$ cat config.mk
export PLATFORM = sky130hd
export DESIGN_NAME = dlsi_top
export DESIGN_NICKNAME = d
export VERILOG_FILES = /design/src/dlsi_pkg.sv /design/src/dlsi_lane_if.sv /design/src/dlsi_lane.sv /design/src/dlsi_top.sv
export VERILOG_INCLUDE_DIRS = /design/src
export SDC_FILE = /design/constraint.sdc
export NUM_CORES = 1
export LEC_CHECK = 0
export ABC_AREA = 1
export BUFFER_PORTS_ARGS = -buffer_cell sky130_fd_sc_hd__buf_2
export CAP_MARGIN = 0
export CORE_ASPECT_RATIO = 1.1
export CORE_UTILIZATION = 30
export CTS_BUF_LIST = sky130_fd_sc_hd__clkbuf_8
export DETAILED_ROUTE_END_ITERATION = 10
export HOLD_SLACK_MARGIN = 0.15
export PLACE_DENSITY = 0.55
export SLEW_MARGIN = 5
export SYNTH_ARGS = -nofsm -noshare
export SYNTH_HDL_FRONTEND = slang
export SYNTH_SLANG_ARGS = --single-unit
$ cat constraint.sdc
create_clock -name pclk -period 1.7 [get_ports pclk]
set_input_delay 0.17 -clock pclk [delete_from_list [all_inputs] [get_ports pclk]]
set_output_delay 0.17 -clock pclk [all_outputs]
set_load 0.02 [all_outputs]
$ cat src/dlsi_regs.svh
/*
 * register indices, field positions and reset values of the
 * data link slot inserter.
 * assumes: included by bare name from the design and bench files.
 */
`ifndef DLSI_REGS_SVH
`define DLSI_REGS_SVH

// ----------------------------------------------------------------
// register indices (byte address is four times the index)
// ----------------------------------------------------------------
`define DLSI_IDX_L1_CTRL 10'h038
`define DLSI_IDX_L1_MASK 10'h039
`define DLSI_IDX_L2_CTRL 10'h03A
`define DLSI_IDX_L2_MASK 10'h03B
`define DLSI_IDX_L3_CTRL 10'h03C
`define DLSI_IDX_L3_MASK 10'h03D
`define DLSI_IDX_CONFIG 10'h03E
`define DLSI_IDX_STATUS 10'h03F

// ----------------------------------------------------------------
// control and config register fields
// ----------------------------------------------------------------
`define DLSI_CTRL_EVEN 7
`define DLSI_CTRL_ODD 6
`define DLSI_CTRL_AUTO 5
`define DLSI_CTRL_SLOT_MSB 4
`define DLSI_CTRL_SLOT_LSB 0
`define DLSI_CFG_E1 0

// ----------------------------------------------------------------
// reset values and control write mask
// ----------------------------------------------------------------
`define DLSI_L1_CTRL_RST 8'h20
`define DLSI_CTRL_RST 8'h00
`define DLSI_MASK_RST 8'h00
`define DLSI_CFG_RST 8'h00
`define DLSI_CTRL_WMASK 8'hDF

`endif

$ cat src/dlsi_pkg.sv
/*
 * types shared by the data link slot inserter modules.
 * assumes: dlsi_regs.svh is on the include path.
 */
package dlsi_pkg;
	typedef logic [7:0] dlsi_byte_t;
	typedef logic [4:0] dlsi_slot_t;
	typedef logic [2:0] dlsi_bitpos_t;
	typedef logic [4:0] dlsi_frame_t;
	localparam int DLSI_LINKS = 3;
endpackage : dlsi_pkg

$ cat src/dlsi_lane_if.sv
/*
 * per-link settings and stream position handed to one lane, and
 * the lane's insert decision coming back.
 * assumes: driven by dlsi_top, consumed by dlsi_lane.
 */
`timescale 1ns/100ps
interface dlsi_lane_if;
	import dlsi_pkg::*;
	dlsi_byte_t ctrl;
	dlsi_byte_t mask;
	dlsi_slot_t slot;
	dlsi_bitpos_t bit_pos;
	logic odd_frame;
	logic t1_mode;
	logic dl_pos;
	logic hit;
	modport lane (
		input ctrl,
		input mask,
		input slot,
		input bit_pos,
		input odd_frame,
		input t1_mode,
		input dl_pos,
		output hit
	);
	modport host (
		output ctrl,
		output mask,
		output slot,
		output bit_pos,
		output odd_frame,
		output t1_mode,
		output dl_pos,
		input hit
	);
endinterface : dlsi_lane_if

$ cat src/dlsi_lane.sv
/*
 * insert decision of one link for the current bit of the stream.
 * assumes: settings and position stable while the bit enable is high;
 * purely combinational, the top registers the result.
 */
`timescale 1ns/100ps
`include "dlsi_regs.svh"
module dlsi_lane #(
	parameter bit HAS_AUTO = 1'b0
) (
	dlsi_lane_if.lane lif
);
	import dlsi_pkg::*;

	logic frame_ok;
	logic slot_ok;
	logic bit_ok;
	logic auto_ok;
	dlsi_bitpos_t mask_idx;

	// ----------------------------------------------------------------
	// decision
	// ----------------------------------------------------------------
	always_comb begin
		// even or odd enable gates slot insertion; auto bits bypass it
		// both clear: slot and mask are don't-care
		frame_ok = lif.odd_frame ? lif.ctrl[`DLSI_CTRL_ODD]
			: lif.ctrl[`DLSI_CTRL_EVEN];
		// binary slot field, T1 channel n is value n-1
		slot_ok = lif.slot ==
			lif.ctrl[`DLSI_CTRL_SLOT_MSB:`DLSI_CTRL_SLOT_LSB];
		// position 0 is sent first and maps to mask bit 7
		mask_idx = 3'h7 - lif.bit_pos;
		// full slot only when all eight mask bits set
		bit_ok = lif.mask[mask_idx];
		// framer-chosen data link bits, T1 only
		auto_ok = HAS_AUTO && lif.ctrl[`DLSI_CTRL_AUTO] &&
			lif.t1_mode && lif.dl_pos;
		lif.hit = (frame_ok & slot_ok & bit_ok) | auto_ok;
	end
endmodule : dlsi_lane

$ cat src/dlsi_top.sv
/*
 * data link slot inserter: places three HDLC data links into chosen
 * bits of a chosen slot of the outgoing E1/T1 stream, with an APB
 * register slave.
 * assumes: the framer supplies one bit per tx_bit_en pulse with its
 * slot, bit position and frame number; all inputs synchronous to pclk.
 */
`timescale 1ns/100ps
`include "dlsi_regs.svh"

// Functional notes
// - binary slot field, T1 channels 1-24 as 0-23
// - slot ignored when both frame enables clear
// - set mask bits replace slot bits with link
// - whole slot only with all mask bits set
// - mask bit 7 first sent, bit 0 last
// - mask inert when both frame enables clear
// - even enable controls insertion into even frames
// - odd enable controls insertion into odd frames
// - frame parity from E1 0-15, T1 1-12/1-24
// - three independent links, own settings each
// - link 1 auto data link in T1 only
module dlsi_top #(
	parameter int ADDR_W = 12
) (
	input wire logic pclk,
	input wire logic presetn,
	input wire logic [ADDR_W-1:0] paddr,
	input wire logic psel,
	input wire logic penable,
	input wire logic pwrite,
	input wire logic [31:0] pwdata,
	output logic pready,
	output logic [31:0] prdata,
	output logic pslverr,
	input wire logic tx_bit_en,
	input wire logic tx_data_in,
	input wire dlsi_pkg::dlsi_slot_t tx_slot,
	input wire dlsi_pkg::dlsi_bitpos_t tx_bit_pos,
	input wire dlsi_pkg::dlsi_frame_t tx_frame_num,
	input wire logic tx_link1_dl_pos,
	input wire logic [2:0] link_data,
	output logic tx_data_out,
	output logic tx_data_en,
	output logic [2:0] link_bit_take
);
	import dlsi_pkg::*;

	// ----------------------------------------------------------------
	// registers
	// ----------------------------------------------------------------
	dlsi_byte_t ctrl_r [DLSI_LINKS];
	dlsi_byte_t mask_r [DLSI_LINKS];
	dlsi_byte_t cfg_r;
	dlsi_byte_t ins_cnt_r [DLSI_LINKS];
	logic [31:0] prdata_r;
	logic pready_r;
	logic pslverr_r;
	logic tx_data_out_r;
	logic tx_data_en_r;
	logic [2:0] take_r;

	// ----------------------------------------------------------------
	// apb decode
	// ----------------------------------------------------------------
	logic [ADDR_W-3:0] idx;
	logic aligned;
	logic access;
	logic wr_done;
	logic mapped;
	logic [31:0] rd_nxt;

	assign idx = paddr[ADDR_W-1:2];
	assign aligned = paddr[1:0] == 2'h0;
	// one wait state: pready rises in the second access cycle
	assign access = psel & penable & ~pready_r;
	assign wr_done = psel & penable & pready_r & pwrite & mapped;

	always_comb begin
		mapped = aligned;
		rd_nxt = 32'h0;
		unique case (idx)
			(ADDR_W-2)'(`DLSI_IDX_L1_CTRL >> 2),
			`DLSI_IDX_L1_CTRL: rd_nxt = {24'h0, ctrl_r[0]};
			`DLSI_IDX_L1_MASK: rd_nxt = {24'h0, mask_r[0]};
			// unused bit 5 of links 2 and 3 reads zero
			`DLSI_IDX_L2_CTRL: rd_nxt = {24'h0, ctrl_r[1]};
			`DLSI_IDX_L2_MASK: rd_nxt = {24'h0, mask_r[1]};
			`DLSI_IDX_L3_CTRL: rd_nxt = {24'h0, ctrl_r[2]};
			`DLSI_IDX_L3_MASK: rd_nxt = {24'h0, mask_r[2]};
			`DLSI_IDX_CONFIG: rd_nxt = {24'h0, cfg_r};
			`DLSI_IDX_STATUS: rd_nxt = {8'h0, ins_cnt_r[2],
				ins_cnt_r[1], ins_cnt_r[0]};
			default: mapped = 1'b0;
		endcase
	end

	always_ff @(posedge pclk or negedge presetn) begin
		if (!presetn) begin
			pready_r <= 1'b0;
			prdata_r <= 32'h0;
			pslverr_r <= 1'b0;
		end else begin
			pready_r <= access;
			prdata_r <= (access && !pwrite && mapped) ? rd_nxt : 32'h0;
			pslverr_r <= access & ~mapped;
		end
	end

	// ----------------------------------------------------------------
	// settings, one set per link
	// ----------------------------------------------------------------
	always_ff @(posedge pclk or negedge presetn) begin
		if (!presetn) begin
			ctrl_r[0] <= `DLSI_L1_CTRL_RST;
			ctrl_r[1] <= `DLSI_CTRL_RST;
			ctrl_r[2] <= `DLSI_CTRL_RST;
			mask_r[0] <= `DLSI_MASK_RST;
			mask_r[1] <= `DLSI_MASK_RST;
			mask_r[2] <= `DLSI_MASK_RST;
			cfg_r <= `DLSI_CFG_RST;
		end else if (wr_done) begin
			// each link has its own control and mask
			unique case (idx)
				`DLSI_IDX_L1_CTRL: ctrl_r[0] <= pwdata[7:0];
				`DLSI_IDX_L1_MASK: mask_r[0] <= pwdata[7:0];
				`DLSI_IDX_L2_CTRL:
					ctrl_r[1] <= pwdata[7:0] & `DLSI_CTRL_WMASK;
				`DLSI_IDX_L2_MASK: mask_r[1] <= pwdata[7:0];
				`DLSI_IDX_L3_CTRL:
					ctrl_r[2] <= pwdata[7:0] & `DLSI_CTRL_WMASK;
				`DLSI_IDX_L3_MASK: mask_r[2] <= pwdata[7:0];
				`DLSI_IDX_CONFIG: cfg_r <= {7'h0, pwdata[`DLSI_CFG_E1]};
				default: cfg_r <= cfg_r;
			endcase
		end
	end

	// ----------------------------------------------------------------
	// lanes
	// ----------------------------------------------------------------
	logic [2:0] hit;
	logic odd_frame;

	// framer numbers frames as the standard does; parity is bit 0
	assign odd_frame = tx_frame_num[0];

	genvar g;
	generate
		for (g = 0; g < DLSI_LINKS; g++) begin : g_lane
			dlsi_lane_if lif ();
			assign lif.ctrl = ctrl_r[g];
			assign lif.mask = mask_r[g];
			assign lif.slot = tx_slot;
			assign lif.bit_pos = tx_bit_pos;
			assign lif.odd_frame = odd_frame;
			assign lif.t1_mode = ~cfg_r[`DLSI_CFG_E1];
			assign lif.dl_pos = (g == 0) ? tx_link1_dl_pos : 1'b0;
			assign hit[g] = lif.hit;
			dlsi_lane #(
				.HAS_AUTO(g == 0)
			) u_lane (
				.lif(lif.lane)
			);
		end
	endgenerate

	// ----------------------------------------------------------------
	// insertion
	// ----------------------------------------------------------------
	logic [2:0] win;
	logic data_nxt;

	always_comb begin
		// lowest-numbered link owns a shared bit
		win = 3'h0;
		data_nxt = tx_data_in;
		if (hit[0]) begin
			win = 3'h1;
			data_nxt = link_data[0];
		end else if (hit[1]) begin
			win = 3'h2;
			data_nxt = link_data[1];
		end else if (hit[2]) begin
			win = 3'h4;
			data_nxt = link_data[2];
		end
	end

	always_ff @(posedge pclk or negedge presetn) begin
		if (!presetn) begin
			tx_data_out_r <= 1'b0;
			tx_data_en_r <= 1'b0;
		end else begin
			tx_data_en_r <= tx_bit_en;
			// untouched bits pass straight through
			if (tx_bit_en) begin
				tx_data_out_r <= data_nxt;
			end
		end
	end

	// link bit is sampled with the enable; the take pulse that follows
	// tells the transmitter to advance, so losers never lose a bit
	always_ff @(posedge pclk or negedge presetn) begin
		if (!presetn) begin
			take_r <= 3'h0;
		end else begin
			take_r <= tx_bit_en ? win : 3'h0;
		end
	end

	// inserted-bit counters, wrap at 256, shown in status
	always_ff @(posedge pclk or negedge presetn) begin
		if (!presetn) begin
			ins_cnt_r[0] <= 8'h00;
			ins_cnt_r[1] <= 8'h00;
			ins_cnt_r[2] <= 8'h00;
		end else begin
			for (int i = 0; i < DLSI_LINKS; i++) begin
				if (take_r[i]) begin
					ins_cnt_r[i] <= ins_cnt_r[i] + 8'h01;
				end
			end
		end
	end

	assign pready = pready_r;
	assign prdata = prdata_r;
	assign pslverr = pslverr_r;
	assign tx_data_out = tx_data_out_r;
	assign tx_data_en = tx_data_en_r;
	assign link_bit_take = take_r;
endmodule : dlsi_top

# [After elaboration in Yosys (flattened, before gate mapping)]
# Index checks and enable logic that the tools add are counted.
[classes] add_sub_neg=4 n_lt_le_gt_ge=1 n_eq_ne=12 n_mux=19 bitwise=16 n_reduce_logical=15
[ops] operator="$pmux 24 s8" n=1
[ops] operator="$eq 10x6->1 const B" n=8
[ops] operator="$mux 32" n=1
[ops] operator="$add 8x1->8 const B" n=3
[ops] operator="$eq 5x5->1" n=3
[ops] operator="$reduce_and 2->1" n=7
[ops] operator="$and 1x1->1" n=12
[ops] operator="$mux 3" n=4
[ops] operator="$eq 10x4->1 const B" n=1
[ops] operator="$mux 1" n=10
[ops] operator="$bmux 1 s3" n=3
[ops] operator="$reduce_or 9->1" n=1
[ops] operator="$logic_and 1x1->1" n=4
[ops] operator="$lt 3x4->1 const B" n=1
[ops] operator="$not 1->1" n=3
[ops] operator="$sub 3x3->3 const A" n=1
[ops] operator="$logic_not 2->1" n=1
[ops] operator="$reduce_or 2->1" n=1
[ops] operator="$logic_not 1->1" n=1
[ops] operator="$or 1x1->1" n=1
[totals] regBits=110 out_inout_bits=39

# [Logic depth before layout (Yosys ltp)]
# Gate-level depths: netlist of the first run.
[depth] word_depth=8 mapped_depth=13

# [Hierarchy]
# From an unflattened synthesis of the first run, not the netlist that was laid out.
[hier_totals] hier_cells=678 hier_area_um2=5440.2
[modules_own_cells] mod="dlsi_top" n_inst=1 cells_per_inst=517 area_each_um2=4805.9 seq_area_each_um2=2553.7
[modules_own_cells] mod="dlsi_lane (g_lane[1].u_lane ...)" n_inst=2 cells_per_inst=53 area_each_um2=207.7 seq_area_each_um2=0.0
[modules_own_cells] mod="dlsi_lane (g_lane[0].u_lane)" n_inst=1 cells_per_inst=55 area_each_um2=219.0 seq_area_each_um2=0.0

# [Least setup slack after synthesis of the first run]
# OpenSTA, ideal clock, no wires.
[synth_path] path_type="reg-to-reg" startpoint="reg pready_r (netlist: pready)" endpoint="reg mask_r, in the netlist g_lane[0].lif.mask[7]" arrival_time_ns=1.319 t_required_ns=1.577 path_slack_ns=0.258 stages_incl_launch_ff=7 path_cell_list="dfrtp_1 nand2_1 nor2_4 nand3_4 buf_6 nand2_1 o21ai_2"
[synth_between] elab_chain_cells=4
[synth_rtl] item="start, declared" line_no="dlsi_top.sv:57" text="logic pready_r;"
[synth_rtl] item="start signal, assigned" line_no="dlsi_top.sv:104" text="pready_r <= access;"
[synth_rtl] item="$and 1x1->1 (3 in a row)" line_no="dlsi_top.sv:77" text="assign wr_done = psel & penable & pready_r & pwrite & mapped;"
[synth_rtl] item="$reduce_and 2->1 (no source line)"
[synth_rtl] item="end, declared" line_no="dlsi_top.sv:53" text="dlsi_byte_t mask_r [DLSI_LINKS];"
# Every way passes these cells.
# A chain may end at the register's enable or synchronous reset.

# [Final worst setup path of the first run]
[layout_path] startpoint="in psel" endpoint="reg ctrl_r, in the netlist g_lane[2].lif.ctrl[2]"
[layout_between] elab_chain_cells=5
[layout_rtl] item="start, declared" line_no="dlsi_top.sv:29" text="input wire logic psel,"
[layout_rtl] item="$and 1x1->1 (4 in a row)" line_no="dlsi_top.sv:77"
[layout_rtl] item="$reduce_and 2->1 (no source line)"
[layout_rtl] item="end, declared" line_no="dlsi_top.sv:52" text="dlsi_byte_t ctrl_r [DLSI_LINKS];"
# Every way passes these cells.

==> impl_metrics.env, run 1 <==
export IMPL_gr_total_overflow=0
export IMPL_drv_cap=0
export IMPL_gr_usage_all_layers=0.1577
export IMPL_gp_congestion=0.8485
export IMPL_yosys_top_cells_area="dfrtp_1 (49%), nand2_1 (15%), inv_1 (5.1%)"
export IMPL_vdd_drop_max_v=0.0004460
export IMPL_whs_path_depth=3
export IMPL_grt_use_met1=0.2030
export IMPL_final_cell_mix="nand2_1 (204), dfrtp_1 (101), inv_1 (70)"
export IMPL_seqPwrFrac=0.583
export IMPL_pre_cts_slack_ns=0.08354
export IMPL_setup_violations=0
export IMPL_netlist_area_sq_um=5196
export IMPL_grt_max_degree=39
export IMPL_clock_root_buffer="clkbuf_8"
export IMPL_cts_num_sinks=102
export IMPL_seq_area_sq_um=2554
export IMPL_hold_viol=0
export IMPL_fin_setup_tns_ns=0
export IMPL_multi_input_area_sq_um=2232
export IMPL_grtUsageMet3=0.03247
export IMPL_final_common_cell="nand2_1"
export IMPL_initial_utilization=0.3065
export IMPL_cts_resized=0
export IMPL_antenna_found_initial=0
export IMPL_dr_pass1_iters=5
export IMPL_fillers=1824
export IMPL_synth_cell_types=33
export IMPL_routed_wl_mm=12.88
export IMPL_fin_crit_sh=0.9054
export IMPL_syn_to_final_growth_pct=18.42
export IMPL_synth_seq_area_share=0.4915
export IMPL_fmax_ghz=0.6497
export IMPL_postCtsHoldBufs=11
export IMPL_min_path_type="in -> reg"
export IMPL_crit_fanout=14
export IMPL_internal_power_w=0.003098
export IMPL_vias=4126
export IMPL_grt_pass1_wl_mm=21.42
export IMPL_viasPerCell=4.334
export IMPL_endpoint_kind="register"
export IMPL_antenna_cells=0
export IMPL_dpl_hpwl_mm=9.838
export IMPL_num_io_pins=107
export IMPL_cts_max_path_buffers=2
export IMPL_remaining_drc_errors=0
export IMPL_maxSlewViolCount=0
export IMPL_final_nets=784
export IMPL_layout_setup_ws_ns=0.1608
export IMPL_coreArea_sq_um=16950
export IMPL_syn_inst=619
export IMPL_p_leak_nw=3.011
export IMPL_insertion_delay_ns=0.39
export IMPL_wl_per_cell_microns=13.53
export IMPL_drive_gt1_frac=0.2187
export IMPL_die_area_sq_um=17850
export IMPL_worstPathRequired_ns=1.97
export IMPL_post_cts_buffers=0
export IMPL_cts_made_buffers=9
export IMPL_postRouteAntennaNets=0
export IMPL_busiest_layer="met2"
export IMPL_yosys_warnings=0
export IMPL_switching_share=0.2641
export IMPL_synth_top_area_cell="dfrtp_1"
export IMPL_cts_tree="done"
export IMPL_pwr_share_clk=0.343
export IMPL_drt_iter0_drc=228
export IMPL_reg2reg_from="pready"
export IMPL_h_tree_depth=3
export IMPL_clock_skew_final_ns=0.01296
export IMPL_rsz0062_at_grt="no"
export IMPL_hp_start="pwdata[6]"
export IMPL_grt_pass1_vias=4148
export IMPL_die_x_microns=127.5
export IMPL_path_class="in -> reg"
export IMPL_cp_start_kind="primary input"
export IMPL_grtUsageMet2=0.2640
export IMPL_yosysTopAreaCellShare=0.4864
export IMPL_fin_crit_ns=1.539
export IMPL_syn_area_per_cell_sq_um=8.395
export IMPL_crit_start="psel"
export IMPL_power_switching_w=0.001112
export IMPL_power_density_nw_per_um2=684.0
export IMPL_ys_ff_latch=102
export IMPL_status="finished, final reports clean"
export IMPL_rows=50
export IMPL_reg2reg_depth=6
export IMPL_die_height_microns=140.0
export IMPL_path_clk_slew_ns=0.09
export IMPL_comb_power_share=0.075
export IMPL_portBuffers=70
export IMPL_arrival_ns=1.81
synthesized netlist by cell type, drive strengths merged:
cell type  count
o21ai         62
dfstp          1
nand4         11
or2            1
and3           1
buf           19
nor2          54
o22ai          3
nand2        209
inv           72
xor2          22
nand3         31
conb           1
a21oi         12
dfrtp        101
ha             3
xnor2          1
nand3b         1
nor3          14
critical path, cell delays in order:
cell and delay (ns):
dlygate4sd3_1 0.53, buf_2 0.10, nand2_1 0.11, nor2_4 0.36, buf_4 0.20, nand3_4 0.17
nand2_1 0.10, o21ai_1 0.06
flip-flops by register name, indices dropped and copies added (netlist names):
signal           flops
pslverr              1
cfg_r                1
ins_cnt_r           24
pready               1
link_bit_take        3
tx_data_en           1
g_lane.lif.mask     24
tx_data_out          1
prdata              24
g_lane.lif.ctrl     22
layout make-up:
class | instances | share of cell area
multi-input combinational | 433 | 0.3627
inverter | 72 | 0.04473
clock inverter | 7 | 0.009353
sequential | 102 | 0.4150
tap | 234 | 0.04758
clock buffer | 9 | 0.02013
timing repair buffer | 95 | 0.1004
power by group through the flow:
stage	logic, W	registers, W	clock network (W)
2_1_floorplan	0.000139	0.00251	0
3_3_place_gp	0.000301	0.00250	0
6_report	0.000316	0.00245	0.00144
5_1_grt	0.000360	0.00245	0.00159
3_5_place_dp	0.000302	0.00250	0
4_1_cts	0.000324	0.00245	0.00151
cells by family (layout without fill, tap and decap cells):
kind of cell,Yosys count,count (layout),synth area share
and+or+nand+nor,322,322,0.2834
DFF,102,102,0.4915
buffers and inverters,91,183,0.08403
AOI/OAI and AO/OA,77,77,0.09439
xor gates and xnor gates,23,23,0.03877
adders and majority gates,3,3,0.007224
other,1,8,0.0007217
through the flow:
stage | util | hold WS, ns | area, sq um | cells | power [W]
detailed placement | 0.3458 | 0.06547 | 5862 | 925 | 0.002803
floorplan | - | -0.1256 | 5223 | 626 | 0.002644
CTS | 0.3630 | 0.1515 | 6153 | 952 | 0.004284
finish | 0.3630 | 0.1568 | 6153 | 952 | 0.004209
global placement | 0.3458 | 0.07118 | 5862 | 925 | 0.002801
global route | 0.3630 | 0.1701 | 6153 | 952 | 0.004408
worst paths after layout:
path	slack, ns	end
max reg2reg	0.22	g_lane[2].lif.ctrl[2]
max in group asynchronous	0.97	g_lane[0].lif.mask[3]
max	0.16	g_lane[2].lif.ctrl[2]
min	0.16	g_lane[2].lif.mask[6]
min reg2reg	0.50	g_lane[0].lif.ctrl[5]
min in group asynchronous	0.19	ins_cnt_r[12]
per-layer routing:
metal,up-vias,wire length [microns]
met5,-,0
met4,0,209
met3,15,484
met2,82,6244
met1,1909,5937
li1,2120,-
(Power assumes the default switching activity.)
==> inputs of run 2 (changes only) <==
clock period = 1.5 ns   (was 1.7 ns; I/O delays follow)
==> run 2 against run 1 <==
Effect of this change:
- register-to-register slack got worse by 0.14 ns
- sequential share of layout area decreased by 1.6 points
- critical path depth increased by 1
- clock power increased by 15%
- die area unchanged
- sequential power increased by 13%
- clock skew about the same
- worst setup slack got worse by 0.076 ns
- clock-buffer cell count increased by 1
- total power increased by 14%
- non-clock buffer count increased by 22
==> impl_metrics.env, run 2 (same netlist as run 1, synthesis figures left out) <==
export IMPL_status="finished, final reports clean"
export IMPL_wl_per_cell_microns=13.52
export IMPL_fin_crit_sh=0.9434
export IMPL_fillers=1789
export IMPL_final_cell_mix="nand2_1 (203), dfrtp_1 (101), inv_1 (71)"
export IMPL_path_class="reg -> reg"
export IMPL_routed_wl_mm=13.17
export IMPL_drive_gt1_frac=0.2473
export IMPL_final_nets=806
export IMPL_coreArea_sq_um=16950
export IMPL_reg2reg_depth=9
export IMPL_multi_input_area_sq_um=2255
export IMPL_drt_iter0_drc=216
export IMPL_die_x_microns=127.5
export IMPL_cp_common_cell="nand2_1"
export IMPL_antenna_found_initial=0
export IMPL_final_common_cell="nand2_1"
export IMPL_cts_max_path_buffers=2
export IMPL_path_clk_slew_ns=0.10
export IMPL_layout_setup_ws_ns=0.08495
export IMPL_fin_crit_ns=1.415
export IMPL_power_density_nw_per_um2=753.3
export IMPL_seq_area_sq_um=2554
export IMPL_gr_total_overflow=0
export IMPL_antenna_cells=0
export IMPL_worstPathRequired_ns=1.83
export IMPL_setup_violations=0
export IMPL_dr_pass1_iters=4
export IMPL_num_io_pins=107
export IMPL_postRouteAntennaNets=0
export IMPL_viasPerCell=4.262
export IMPL_cts_tree="done"
export IMPL_maxSlewViolCount=0
export IMPL_initial_utilization=0.3065
export IMPL_clock_skew_final_ns=0.01306
export IMPL_grt_pass1_wl_mm=21.60
export IMPL_die_area_sq_um=17850
export IMPL_grt_pass1_vias=4092
export IMPL_crit_fanout=3
export IMPL_grt_max_degree=34
export IMPL_h_tree_depth=3
export IMPL_crit_path_max_incr_delay_ns=0.41
export IMPL_insertion_delay_ns=0.39
export IMPL_die_height_microns=140.0
export IMPL_rows=50
export IMPL_p_leak_nw=3.133
export IMPL_vdd_drop_max_v=0.0005379
export IMPL_syn_to_final_growth_pct=23.07
export IMPL_vias=4151
export IMPL_clock_root_buffer="clkbuf_8"
export IMPL_remaining_drc_errors=0
export IMPL_endpoint_kind="register"
export IMPL_cts_num_sinks=102
export IMPL_hold_viol=0
export IMPL_gp_congestion=0.8604
export IMPL_power_w=0.004817
export IMPL_cp_slowest_cell="dfrtp_1"
export IMPL_cts_made_buffers=9
export IMPL_drv_cap=0
export IMPL_pre_cts_slack_ns=-0.1092
export IMPL_portBuffers=70
export IMPL_path_cells="inv_1 -> nand2_1 -> a21oi_1 -> nand3_2 -> nor2_1 -> nand2_1 -> nand3_1 -> nand2_1 -> nand2_1"
export IMPL_gr_usage_all_layers=0.1608
export IMPL_dpl_hpwl_mm=10.12
export IMPL_cp_start_kind="register"
export IMPL_whs_path_depth=3
export IMPL_fmax_ghz=0.7067
export IMPL_arrival_ns=1.75
export IMPL_min_path_type="in -> reg"
[run 2: area by class of cell]
class	count	area share
flip-flops and latches	102	0.3993
multi-input cells	433	0.3526
repair buffers	117	0.1307
well taps	234	0.04578
inverters	72	0.04304
clock buffers	10	0.02152
clock inverters	6	0.007044
[run 2: metrics by stage]
stage	TNS, ns	hold WS [ns]	instances	util	cell area (sq um)
finish	0	0.1644	974	0.3772	6395
global route	-0.005269	0.1599	974	0.3772	6395
CTS	0	0.1614	971	0.3738	6337
detailed placement	-3.212	0.08003	943	0.3559	6035
global placement	-2.260	0.07811	943	0.3559	6035
floorplan	0	-0.1456	626	-	5223
[run 2: metal layers]
| metal | global-route usage | share of wire | up-vias |
|---|---|---|---|
| met4 | 0.04323 | 0.011 | 0 |
| li1 | - | - | 2162 |
| met1 | 0.2073 | 0.46 | 1914 |
| met5 | 0 | 0 | - |
| met3 | 0.03361 | 0.033 | 9 |
| met2 | 0.2718 | 0.50 | 66 |
[run 2: path summary, 6_finish.rpt]
path	start	end	slack, ns
max	g_lane[2].lif.ctrl[0]	tx_data_out	0.08
min	pwdata[2]	g_lane[0].lif.mask[2]	0.16
max reg2reg	g_lane[2].lif.ctrl[0]	tx_data_out	0.08
min reg2reg	ins_cnt_r[6]	ins_cnt_r[6]	0.50
max in group asynchronous	presetn	g_lane[0].lif.ctrl[5]	0.76
min in group asynchronous	presetn	ins_cnt_r[12]	0.20
[run 2: worst max-delay path: cells and delay by family, from the launching register on]
kind            cells  cell delay (ns)
simple gates        7             0.65
compound gates      1             0.21
flops               1             0.41
buf+inv             1             0.09
[run 2: repair_timing]
action / in CTS / in global routing
gates resized for setup: 0 / 8
endpoints found under the setup margin: 0 / 16
setup buffers: 0 / 3
endpoints found under the hold margin: 117 / 0
hold buffers: 12 / 0
[run 2: report_power, final]
group / total (W) / switching [W] / internal [W]
registers: 0.00278 / 0.0000157 / 0.00276
logic: 0.000381 / 0.000243 / 0.000138
clock network: 0.00166 / 0.00100 / 0.000658
total: 0.00482 / 0.00126 / 0.00356
==> inputs of run 3 (changes only) <==
CELL_PAD_IN_SITES_DETAIL_PLACEMENT = 0   (was unset)
CELL_PAD_IN_SITES_GLOBAL_PLACEMENT = 1   (was unset)
PLACE_DENSITY = 0.68   (was 0.55)
==> run 3 against run 2 <==
Effect of this change:
- critical path depth did not move
- sequential share of layout area fell by 0.070 points
- largest cell class unchanged
- register-to-register slack got worse by 0.02 ns
- first-iteration DRC count rose by 7.4%
- hold slack improved by 0.0080 ns
- clock power fell by 3%
- combinational power fell by 2%
- global-route usage rose by 0.32 points
- critical path type unchanged
- sequential cell count did not move
- final area rose by 0.18%
- total power fell by 1.2%
==> impl_metrics.env, run 3 (same netlist as run 1, synthesis figures left out) <==
export IMPL_wl_per_cell_microns=13.86
export IMPL_dr_pass1_iters=4
export IMPL_cts_made_buffers=9
export IMPL_crit_path_max_incr_delay_ns=0.42
export IMPL_gp_congestion=0.8520
export IMPL_pre_cts_slack_ns=-0.1062
export IMPL_power_density_nw_per_um2=743.1
export IMPL_drv_cap=0
export IMPL_routed_wl_mm=13.51
export IMPL_hold_viol=0
export IMPL_fillers=1766
export IMPL_grt_pass1_vias=4277
export IMPL_die_x_microns=127.5
export IMPL_crit_fanout=3
export IMPL_cp_slowest_cell="dfrtp_1"
export IMPL_endpoint_kind="register"
export IMPL_antenna_found_initial=0
export IMPL_status="finished, final reports clean"
export IMPL_h_tree_depth=3
export IMPL_worstPathRequired_ns=1.83
export IMPL_path_class="reg -> reg"
export IMPL_grt_max_degree=40
export IMPL_initial_utilization=0.3065
export IMPL_insertion_delay_ns=0.38
export IMPL_cts_tree="done"
export IMPL_fin_cells=975
export IMPL_postRouteAntennaNets=0
export IMPL_num_io_pins=107
export IMPL_vias=4220
export IMPL_cp_common_cell="nand2_1"
export IMPL_final_nets=808
export IMPL_fin_crit_ns=1.432
export IMPL_final_cell_mix="nand2_1 (203), dfrtp_1 (101), inv_1 (69), buf_2 (69), nor2_1 (48)"
export IMPL_dpl_hpwl_mm=10.42
export IMPL_final_util=0.3779
export IMPL_remaining_drc_errors=0
export IMPL_fin_crit_sh=0.9546
export IMPL_grt_pass1_wl_mm=22.36
export IMPL_maxSlewViolCount=0
export IMPL_path_clk_slew_ns=0.10
export IMPL_placed_cells=943
export IMPL_fin_setup_tns_ns=0
export IMPL_cts_num_sinks=102
export IMPL_arrival_ns=1.76
export IMPL_coreArea_sq_um=16950
export IMPL_drive_gt1_frac=0.2483
export IMPL_viasPerCell=4.328
export IMPL_path_cells="inv_1 -> nand2_1 -> a21oi_1 -> nand3_1 -> nor2_1 -> nand2_1 -> nand3_1 -> nand2_1 -> nand2_1"
export IMPL_p_leak_nw=3.137
export IMPL_fmax_ghz=0.6984
export IMPL_drt_iter0_drc=232
export IMPL_antenna_cells=0
export IMPL_clock_skew_final_ns=0.009099
export IMPL_gr_total_overflow=0
export IMPL_clock_root_buffer="clkbuf_8"
export IMPL_final_common_cell="nand2_1"
export IMPL_portBuffers=70
export IMPL_gr_usage_all_layers=0.1640
export IMPL_path_buf_inv=1
export IMPL_cts_max_path_buffers=2
export IMPL_syn_to_final_growth_pct=23.28
export IMPL_min_path_type="in -> reg"
export IMPL_cp_start_kind="register"
export IMPL_crit_family="simple AND/OR/NAND/NOR gates"
export IMPL_die_height_microns=140.0
export IMPL_rows=50
export IMPL_rsz0062_at_grt="yes"
export IMPL_layout_setup_ws_ns=0.06811
export IMPL_power_w=0.004760
export IMPL_die_area_sq_um=17850
export IMPL_setup_violations=0
export IMPL_vdd_drop_max_v=0.0005868
-- run 3: metal layers --
layer	vias to the layer above	share of wire	global-route usage
met3	14	0.034	0.03552
met4	0	0.019	0.05138
met1	1953	0.45	0.2064
met5	-	0	0
li1	2174	-	-
met2	79	0.50	0.2790
-- run 3: final cells by class --
cell class,instances,area [sq um],share of cell area
Clock inverter,6,48.80,0.007617
Multi-Input combinational cell,433,2258,0.3525
Timing Repair Buffer,119,853.3,0.1332
Inverter,72,275.3,0.04297
Tap cell,234,292.8,0.04570
Clock buffer,9,123.9,0.01934
Sequential cell,102,2554,0.3986
-- run 3: per-stage QoR --
stage	area (sq um)	hold WS (ns)
2_1_floorplan	5223	-0.1456
3_3_place_gp	6047	0.08075
3_5_place_dp	6047	0.08223
4_1_cts	6352	0.1516
5_1_grt	6406	0.1559
6_report	6406	0.1723
-- run 3: worst min-delay path, delay by kind of cell --
family / cells / cell delay (ns)
AOI/OAI and AO/OA: 1 / 0.16
buffers and inverters: 2 / 0.21
-- run 3: report_power, final --
group,leakage [nW],switching (W),internal (W)
Sequential,1.41,0.0000148,0.00276
Combinational,1.64,0.000242,0.000133
Clock,0.0779,0.00100,0.000605
Total,3.14,0.00126,0.00350
-- run 3: repair_timing --
action                                 CTS  global route
setup endpoints to repair                2             3
setup buffers                            0             4
pin swaps                                0             5
endpoints found under the hold margin  117             0
hold buffers                            13             0
gates resized for setup                  1            11
-- run 3: final timing paths --
kind / startpoint / end / cells past startpoint / slack, ns
setup / recovery: g_lane[2].lif.ctrl[0] / tx_data_out / 9 / 0.07
setup reg to reg: g_lane[2].lif.ctrl[0] / tx_data_out / 9 / 0.07
min in group asynchronous: presetn / pready / 2 / 0.20
hold / removal: pwdata[2] / g_lane[2].lif.mask[2] / 3 / 0.17
max in group asynchronous: presetn / g_lane[2].lif.mask[7] / 3 / 0.69
hold reg to reg: ins_cnt_r[14] / ins_cnt_r[14] / 1 / 0.49
